`src/core/spc_pkg.sv`:
```
// Shared constants for the speed command profiler.
// Assumes one 40 MHz control clock; all settings arrive as plain ports.
package spc_pkg;

  // ==========================================================
  // Clock and time base
  localparam int SPC_CLK_PERIOD_NS = 25;      // mclk period
  localparam int SPC_RAMP_UNIT_MS = 1;        // Unit of all ramp times
  localparam int SPC_RAMP_UNIT_CYC = SPC_RAMP_UNIT_MS * 1000000 / SPC_CLK_PERIOD_NS;

  // ==========================================================
  // Widths
  localparam int SPC_SPD_W = 16;              // Signed speed, 0.1 r/min units
  localparam int SPC_TIME_W = 15;             // Ramp and S-curve times in ms
  localparam int SPC_LVL_W = 15;              // Unsigned speed levels

  // ==========================================================
  // Setting defaults after power-up (applied by the settings owner)
  localparam logic SPC_TERM_CTRL_DEF = 1'b0;
  localparam logic [14:0] SPC_ACCEL_DEF = 15'h00c8;      // 200 ms
  localparam logic [14:0] SPC_DECEL_DEF = 15'h00c8;      // 200 ms
  localparam logic [14:0] SPC_SCURVE_T_DEF = 15'h0064;   // 100 ms
  localparam logic SPC_SCURVE_EN_DEF = 1'b0;
  localparam logic SPC_CLAMP_EN_DEF = 1'b0;
  localparam logic [14:0] SPC_CLAMP_LVL_DEF = 15'h0032;  // 5.0 r/min
  localparam logic [14:0] SPC_WINDOW_DEF = 15'h012c;     // 30.0 r/min
  localparam logic [14:0] SPC_ROTATE_DEF = 15'h012c;     // 30.0 r/min

  // ==========================================================
  // Run modes of the terminal sequencer
  typedef enum logic [2:0] {
    SPC_MODE_STOP = 3'b000,      // Reference heading to zero
    SPC_MODE_FWD = 3'b001,       // Forward run to command
    SPC_MODE_REV_STOP = 3'b010,  // Reverse asked, braking to zero first
    SPC_MODE_REV = 3'b011,       // Reverse run to command
    SPC_MODE_LOCK = 3'b100       // Zero clamp lock
  } spc_mode_e;

  // Magnitude of a 17-bit signed value
  function automatic logic [16:0] spc_abs(input logic signed [16:0] v);
    spc_abs = v[16] ? 17'(-v) : 17'(v);
  endfunction

endpackage

```
`src/core/spc_profiler.sv`:
```
// Speed command profiler: terminal start/stop/reverse, soft-start ramp,
// S-curve smoothing, zero clamp lock, speed-reached and rotating flags.
// Assumes speed_cmd and motor_speed come from logic on mclk; the four
// terminal inputs are asynchronous pins.
`timescale 1ns/100ps

// Contract
// - Terminal control: analog magnitude, terminals run/stop
// - Stop, none or both runs: decelerate to zero
// - Forward run ramps to command at accel rate
// - Reverse: zero first, then negative, decel time
// - Step changes become constant-slope ramps
// - accel_time is zero-to-rated time
// - decel_time is rated-to-zero time
// - S-curve rounds ramp ends over scurve_time
// - Zero clamp active only when enabled
// - Lock when command magnitude below clamp level
// - Locked: ignore command, reference to zero fast
// - Reached while speed error below window
// - Reached uses error magnitude, both directions
// - Rotating while speed magnitude above threshold
module spc_profiler
  import spc_pkg::*;
#(
  parameter int ramp_unit_cyc = SPC_RAMP_UNIT_CYC
) (
  // Clock and reset
  input wire logic mclk,
  input wire logic rst,
  // Speed inputs
  input wire logic signed [15:0] speed_cmd,
  input wire logic signed [15:0] motor_speed,
  input wire logic [14:0] rated_speed,
  // Terminal pins
  input wire logic run_fwd_in,
  input wire logic run_rev_in,
  input wire logic stop_in,
  input wire logic zero_lock_input,
  // Settings
  input wire logic analog_terminal_ctrl_en,
  input wire logic [14:0] accel_time,
  input wire logic [14:0] decel_time,
  input wire logic scurve_en,
  input wire logic [14:0] scurve_time,
  input wire logic zero_clamp_en,
  input wire logic [14:0] zero_clamp_level,
  input wire logic [14:0] speed_window,
  input wire logic [14:0] rotate_threshold,
  // Outputs
  output logic signed [15:0] speed_ref_out,
  output logic speed_reached_out,
  output logic rotating_out,
  output logic zero_locked_out
);

  // ==========================================================
  // Pin synchronisers
  // Order: {zero_lock, stop, rev, fwd}
  logic [3:0] pin_s1_reg;     // First stage, read only by second
  logic [3:0] pin_s2_reg;
  logic [3:0] pin_s3_reg;
  logic [3:0] pin_reg;        // Accepted levels
  logic [3:0] pin_next;

  // Accept a new level only once stages two and three agree.
  // A pulse shorter than two clocks is dropped as a glitch, and the
  // few clocks of latency are far below any ramp time.
  always_comb begin
    for (int i = 0; i < 4; i++) begin
      pin_next[i] = (pin_s2_reg[i] == pin_s3_reg[i]) ? pin_s3_reg[i] : pin_reg[i];
    end
  end

  // Synchroniser flops
  always_ff @(posedge mclk or posedge rst) begin
    if (rst) begin
      pin_s1_reg <= 4'h0;
      pin_s2_reg <= 4'h0;
      pin_s3_reg <= 4'h0;
      pin_reg <= 4'h0;
    end else begin
      pin_s1_reg <= {zero_lock_input, stop_in, run_rev_in, run_fwd_in};
      pin_s2_reg <= pin_s1_reg;
      pin_s3_reg <= pin_s2_reg;
      pin_reg <= pin_next;
    end
  end

  logic fwd_on;    // Forward run terminal
  logic rev_on;    // Reverse run terminal
  logic stop_on;   // Start/stop button
  logic clamp_on;  // Zero clamp terminal
  assign fwd_on = pin_reg[0];
  assign rev_on = pin_reg[1];
  assign stop_on = pin_reg[2];
  assign clamp_on = pin_reg[3];

  // ==========================================================
  // Mode sequencer
  spc_mode_e mode_reg;
  spc_mode_e mode_next;
  logic signed [15:0] lin_reg;    // Linear ramp reference
  logic [16:0] cmd_mag;           // |speed_cmd|
  logic lock_req;                 // Clamp condition this cycle
  logic term_stop;                // Terminal stop request
  logic lock_now;                 // Lock holds after this edge

  always_comb begin
    cmd_mag = spc_abs(17'(speed_cmd));
    // Enable gates the clamp terminal entirely
    lock_req = zero_clamp_en & clamp_on & (cmd_mag < {2'b00, zero_clamp_level});
    // Button, neither run or both runs all mean stop
    term_stop = stop_on | (fwd_on == rev_on);
  end

  // Next mode; settings are read live so changes act at once
  // Lock is tested first so the clamp wins over any run request
  always_comb begin
    mode_next = mode_reg;
    case (mode_reg)
      SPC_MODE_LOCK: begin
        // Leave lock when terminal drops or command rises again
        if (!(zero_clamp_en & clamp_on) || cmd_mag >= {2'b00, zero_clamp_level}) begin
          mode_next = SPC_MODE_STOP;
        end
      end
      default: begin
        if (lock_req) begin
          mode_next = SPC_MODE_LOCK;
        end else if (!analog_terminal_ctrl_en) begin
          // Plain analog mode: reference follows command directly
          mode_next = SPC_MODE_FWD;
        end else if (term_stop) begin
          mode_next = SPC_MODE_STOP;
        end else if (fwd_on) begin
          mode_next = SPC_MODE_FWD;
        end else if (mode_reg != SPC_MODE_REV) begin
          // Brake through standstill only while still turning forward
          mode_next = (lin_reg > 16'sh0000) ? SPC_MODE_REV_STOP : SPC_MODE_REV;
        end
      end
    endcase
  end

  // Entering lock zeroes the reference on the edge that raises the flag
  assign lock_now = (mode_next == SPC_MODE_LOCK);

  always_ff @(posedge mclk or posedge rst) begin
    if (rst) begin
      mode_reg <= SPC_MODE_STOP;
    end else begin
      mode_reg <= mode_next;
    end
  end

  // ==========================================================
  // Ramp target and rate selection
  logic signed [15:0] target;     // Where the ramp is heading
  logic toward_zero;              // Moving magnitude down
  logic use_decel;                // Decel time selected
  logic [14:0] ramp_time;

  always_comb begin
    target = 16'sh0000;
    case (mode_reg)
      SPC_MODE_FWD: begin
        // Terminal control takes only the magnitude of the command
        if (analog_terminal_ctrl_en) begin
          // Full negative scale has no positive twin, so clip it
          target = cmd_mag[15] ? 16'sh7fff : 16'(cmd_mag);
        end else begin
          target = speed_cmd;
        end
      end
      SPC_MODE_REV: target = 16'(-$signed(cmd_mag));
      SPC_MODE_STOP: target = 16'sh0000;
      SPC_MODE_REV_STOP: target = 16'sh0000;
      SPC_MODE_LOCK: target = 16'sh0000;
      default: target = 16'sh0000;
    endcase
    toward_zero = (lin_reg > 16'sh0000 && target < lin_reg) ||
                  (lin_reg < 16'sh0000 && target > lin_reg);
    // Decel is chosen whenever the magnitude falls, also across zero
    // Reverse sequence runs entirely on the decel time
    use_decel = toward_zero || mode_reg == SPC_MODE_REV_STOP || mode_reg == SPC_MODE_REV;
    // Time per rated speed; duration scales with speed change
    ramp_time = use_decel ? decel_time : accel_time;
  end

  // ==========================================================
  // Linear ramp: one 0.1 r/min step per stepper pulse
  logic lin_step;
  logic lin_at;   // Ramp sits on target
  logic signed [15:0] lin_next;

  // Clearing the stepper on target makes the next ramp start from rest
  assign lin_at = (lin_reg == target);

  // Rated speed over ramp_time ms gives the constant slope
  spc_stepper #(
    .unit_cyc(ramp_unit_cyc)
  ) u_lin_step (
    .mclk(mclk),
    .rst(rst),
    .clr(lin_at),
    .numer({1'b0, rated_speed}),
    .time_ms(ramp_time),
    .step(lin_step)
  );

  always_comb begin
    lin_next = lin_reg;
    if (lock_now) begin
      // Lock skips the ramp so the motor stops at once
      lin_next = 16'sh0000;
    end else if (lin_step && !lin_at) begin
      // Never jump: move one unit toward the target
      lin_next = (target > lin_reg) ? lin_reg + 16'sh0001 : lin_reg - 16'sh0001;
    end
  end

  // ==========================================================
  // S-curve stage: first-order follower with time constant scurve_time.
  // Trade-off: a lag instead of a jerk-limited profile keeps it small.
  // Limitation: the last few units settle one step per time constant.
  logic signed [15:0] sc_reg;
  logic signed [15:0] sc_next;
  logic [16:0] sc_err;
  logic sc_step;
  logic sc_active;

  always_comb begin
    sc_err = spc_abs(17'(lin_reg) - 17'(sc_reg));
    sc_active = scurve_en && scurve_time != 15'h0000 && !lock_now;
  end

  // Rate proportional to remaining error rounds both ramp ends
  spc_stepper #(
    .unit_cyc(ramp_unit_cyc)
  ) u_sc_step (
    .mclk(mclk),
    .rst(rst),
    .clr(!sc_active || sc_err == 17'h00000),
    .numer(sc_err[16] ? 16'hffff : sc_err[15:0]),
    .time_ms(scurve_time),
    .step(sc_step)
  );

  always_comb begin
    if (!sc_active) begin
      // Disabled or locked: pass the linear ramp straight on
      sc_next = lin_next;
    end else if (sc_step && sc_reg != lin_reg) begin
      sc_next = (lin_reg > sc_reg) ? sc_reg + 16'sh0001 : sc_reg - 16'sh0001;
    end else begin
      sc_next = sc_reg;
    end
  end

  always_ff @(posedge mclk or posedge rst) begin
    if (rst) begin
      lin_reg <= 16'sh0000;
      sc_reg <= 16'sh0000;
    end else begin
      lin_reg <= lin_next;
      sc_reg <= sc_next;
    end
  end

  // ==========================================================
  // Status flags, refreshed every clock from current values
  logic reached_next;
  logic rotating_next;
  logic [16:0] err_mag;
  logic [16:0] mot_mag;

  always_comb begin
    // Both compares are strict: a value equal to the setting fails
    // Magnitude only, so direction does not matter
    err_mag = spc_abs(17'(motor_speed) - 17'(sc_reg));
    mot_mag = spc_abs(17'(motor_speed));
    reached_next = err_mag < {2'b00, speed_window};
    rotating_next = mot_mag > {2'b00, rotate_threshold};
  end

  // Output registers
  // so downstream logic never sees combinational glitches
  always_ff @(posedge mclk or posedge rst) begin
    if (rst) begin
      speed_ref_out <= 16'sh0000;
      speed_reached_out <= 1'b0;
      rotating_out <= 1'b0;
      zero_locked_out <= 1'b0;
    end else begin
      speed_ref_out <= sc_next;
      speed_reached_out <= reached_next;
      rotating_out <= rotating_next;
      zero_locked_out <= lock_now;
    end
  end

endmodule // spc_profiler

```
`src/core/spc_stepper.sv`:
```
// Rate accumulator: emits one step pulse each time the running sum of
// numer reaches time_ms ramp units. Used for the linear ramp and S-curve.
`timescale 1ns/100ps

module spc_stepper #(
  parameter int unit_cyc = 40000
) (
  // Clock and reset
  input wire logic mclk,
  input wire logic rst,
  // Rate control
  input wire logic clr,
  input wire logic [15:0] numer,
  input wire logic [14:0] time_ms,
  // Step out
  output logic step
);

  logic [31:0] acc_reg;   // Fractional progress toward next step
  logic [31:0] acc_next;
  logic step_next;
  logic [31:0] thr;       // Steps fire at this sum
  logic [31:0] acc_sum;

  // ==========================================================
  // Next-state: at most one step per clock keeps the output monotonic
  always_comb begin
    thr = 32'({17'h00000, time_ms} * 32'(unit_cyc));
    acc_sum = acc_reg + {16'h0000, numer};
    acc_next = acc_sum;
    step_next = 1'b0;
    if (clr) begin
      // Target reached; drop leftover fraction
      acc_next = 32'h0000_0000;
    end else if (acc_sum >= thr) begin
      step_next = 1'b1;
      // Keep the excess over thr, but clear it to zero if it still reaches thr, so a too-steep rate cannot wind it up
      acc_next = ((acc_sum - thr) >= thr) ? 32'h0000_0000 : acc_sum - thr;
    end
  end

  // Register stage
  always_ff @(posedge mclk or posedge rst) begin
    if (rst) begin
      acc_reg <= 32'h0000_0000;
      step <= 1'b0;
    end else begin
      acc_reg <= acc_next;
      step <= step_next;
    end
  end

endmodule // spc_stepper

```
`config.mk`:
```
export PLATFORM = sky130hd
export DESIGN_NAME = spc_profiler
export DESIGN_NICKNAME = d
export VERILOG_FILES = /design/src/core/spc_pkg.sv /design/src/core/spc_profiler.sv /design/src/core/spc_stepper.sv
export SDC_FILE = /design/constraint.sdc
export NUM_CORES = 1
export LEC_CHECK = 0
export BUFFER_PORTS_ARGS = -buffer_cell sky130_fd_sc_hd__buf_4
export CAP_MARGIN = 20
export CORE_MARGIN = 3
export CORE_UTILIZATION = 56
export DETAILED_ROUTE_END_ITERATION = 7
export GPL_TIMING_DRIVEN = 1
export PLACE_DENSITY = 0.8
export SETUP_SLACK_MARGIN = 0.15
export SLEW_MARGIN = 20
export SYNTH_ARGS = -nofsm -noshare
export SYNTH_HDL_FRONTEND = slang
export SYNTH_HIERARCHICAL = 1
export SYNTH_SLANG_ARGS = --single-unit
```
`constraint.sdc`:
```
create_clock -name mclk -period 38.2 [get_ports mclk]
set_input_delay 7.64 -clock mclk [delete_from_list [all_inputs] [get_ports mclk]]
set_output_delay 7.64 -clock mclk [all_outputs]
set_load 0.01 [all_outputs]
```
==> impl_metrics.toml <==
[worst_setup_path]
critical_path.startpoint = "speed_cmd[9]"
worstPathArrival_ps = 21320
r2r_start = "mode_reg[2]$_DFF_PP0_"
worst-setup-path-type = "in2reg"
cp_max_fo = 18
rrSetupSlack_ps = 24570
slowest_stage = "or4b_1"
r2r_end = "u_lin_step/acc_reg[7]$_DFF_PP0_"
reg2reg_depth = 52
cp_common_cell = "ha_1"
endpoint = "u_lin_step/acc_reg[7]$_DFF_PP0_"
max_stage_delay_ps = 700
crit_required_ps = 38490
start_kind = "primary input"
cp-end-kind = "flip-flop"

[clock_network]
cts_made_buffers = 17
cts.sinks = 120
clock_latency_ps = 420
post_cts.repair.setup_buffers = 0
path_clk_slew_ps = 50
cts-root-buf = "clkbuf_16"
cts_tree = "done"
cts_resized = 0
h-tree-depth = 4
clock_path_buffers = 2
cts.hold.buffers_added = 0

[sta]
worst_pin_slew_ps = 953
finalCriticalPeriod_ps = 21030
slew_headroom_pct = 34.8
tns_ps = 0
fin_skew_ps = 12.8
hold_viol = 0
rsz0062_at_grt = "no"
setup_ws_ps = 17170
max_freq_mhz = 47.6
post-route-period-util_pct = 55.0
setup_viol = 0
drv_slew = 0

[final_layout]
nFillCells = 3465
syn_to_final_growth_pct = 9.82
drive_gt1_share_pct = 11.1
fin_area_um2 = 25200
nNetsFinal = 3528
fin_cells = 3456
mostFrequentLayoutCells = "393 x ha_1, 331 x inv_1, 194 x a21oi_1, 172 x buf_4, 166 x nor2_1"
mostFrequentLayoutCell = "ha_1"

[synthesis]
synth_area_leaders = "ha_1 21%, dfrtp_1 13%, fa_1 6.3%"
synth-seq-area-share_pct = 13.1
synthCells = 2781
syn_nets = 3392
ys_types = 130
synth_edf_count = 0
synth-seq-cells = 120
syn_avg_cell_area_um2 = 8.25
synthFlopType = "dfrtp_1"
postSynth.asyncResetShare_pct = 100
synth_area_um2 = 22900
yosysWarnings = 6
yosysTopAreaCell = "ha_1"
yosys.area.top_type_share_pct = 21.4

[placed_design]
place_hpwl_mm = 51.6
post-place-ws_ps = 17050
placed_area_um2 = 24600
globalplace.congestion = 0.973
io_buffers = 164
place_inst = 3422

[global_routing]
grt_first_pass_wirelength_mm = 102
grt_antenna_before_repair = 1
grt_overflow = 0
grt_use_total_pct = 27.5
grt_pass1_vias = 21400
grt_max_degree = 35

[outcome]
outcome = "finished clean"

[drt]
vias = 21400
routedWlPerCell_um = 17.9
dr.pass1.iters = 5
routed_wirelength_mm = 61.8
via_per_inst = 6.20
drc = 0
drtIter0Drc = 1479
ant_nets = 0

[floorplan]
die_x_um = 208
ios = 165
dieArea_um2 = 43400
coreArea_um2 = 40100
start_util_pct = 57.2
die_h_um = 208
row_count = 73

[job]
max_cap_viol_count = 0

[hold_path]
worstHoldPathType = "reg2reg"
==> synthesized netlist by cell type, types with 12 or more instances <==
library cell	count
a211oi_1	55
a21o_1	78
a21oi_1	194
a31oi_1	28
and2_1	18
and3_1	34
and4_1	13
clkbuf_1	30
dfrtp_1	120
fa_1	72
ha_1	393
inv_1	332
mux2_2	17
mux2i_1	25
nand2_1	165
nand2b_1	31
nand3_1	62
nand4_1	40
nor2_1	166
nor2b_1	38
nor3_1	61
nor3b_1	12
nor4_1	18
o211ai_1	19
o21a_1	47
o21ai_0	118
o21ai_1	13
o21bai_1	16
o31ai_1	20
or2_2	17
or3_1	18
xnor2_1	131
xor2_1	89
==> how the worst min path moves through the flow <==
stage                       startpoint                      end  slack, ps  cells past startpoint
6_report       pin_s1_reg[0]$_DFF_PP0_  pin_s2_reg[0]$_DFF_PP0_        350                      0
5_1_grt        pin_s1_reg[3]$_DFF_PP0_  pin_s2_reg[3]$_DFF_PP0_        350                      0
4_1_cts        pin_s1_reg[0]$_DFF_PP0_  pin_s2_reg[0]$_DFF_PP0_        350                      0
3_5_place_dp   pin_s1_reg[0]$_DFF_PP0_  pin_s2_reg[0]$_DFF_PP0_        340                      0
3_3_place_gp   pin_s1_reg[3]$_DFF_PP0_  pin_s2_reg[3]$_DFF_PP0_        330                      0
2_1_floorplan  pin_s1_reg[0]$_DFF_PP0_  pin_s2_reg[0]$_DFF_PP0_        330                      0
==> logic make-up after synthesis <==
| kind of cell | Yosys count | synth area share, % |
|---|---|---|
| DFF | 120 | 13.1 |
| AOI/OAI and AO/OA | 780 | 24.2 |
| and+or+nand+nor | 752 | 17.3 |
| buffers and inverters | 389 | 6.76 |
| xor gates and xnor gates | 223 | 8.66 |
| adders and majority gates | 470 | 27.9 |
| muxes | 44 | 2.05 |
| other | 3 | 0.0491 |
==> worst max-delay path, delay by kind of cell <==
family                     cells  cell delay [ps]
buffers and inverters          7              920
xor gates and xnor gates       2              490
muxes                          1              410
AOI/OAI and AO/OA             23             4820
adders and majority gates     10             3490
and+or+nand+nor               11             3480
==> layer usage <==
| layer | vias up | wire length, um | GRT usage, % |
|---|---|---|---|
| met5 | - | 0 | 0 |
| met4 | 0 | 1740 | 7.91 |
| met3 | 112 | 2750 | 2.71 |
| met2 | 635 | 30100 | 48.7 |
| met1 | 10300 | 27200 | 35.5 |
| li1 | 10400 | - | - |
==> metrics by stage <==
stage	hold WS [ps]	util (%)
2_1_floorplan	331	-
3_3_place_gp	334	61.3
3_5_place_dp	337	61.3
4_1_cts	350	62.7
5_1_grt	354	62.8
6_report	347	62.8
==> area by class of cell <==
| cell class | instances | area, um^2 | area share (%) |
|---|---|---|---|
| inverter | 333 | 1250 | 4.96 |
| sequential | 120 | 3000 | 11.9 |
| clock buffer | 20 | 447 | 1.77 |
| antenna | 1 | 2.50 | 0.00993 |
| tap | 525 | 657 | 2.61 |
| multi-input combinational | 2272 | 18400 | 73.0 |
| timing repair buffer | 173 | 1320 | 5.23 |
| clock inverter | 12 | 120 | 0.477 |
Power is left out: the tool's default activity adds up to more than one toggle a clock period on the data nets, which glitch-free logic cannot reach.
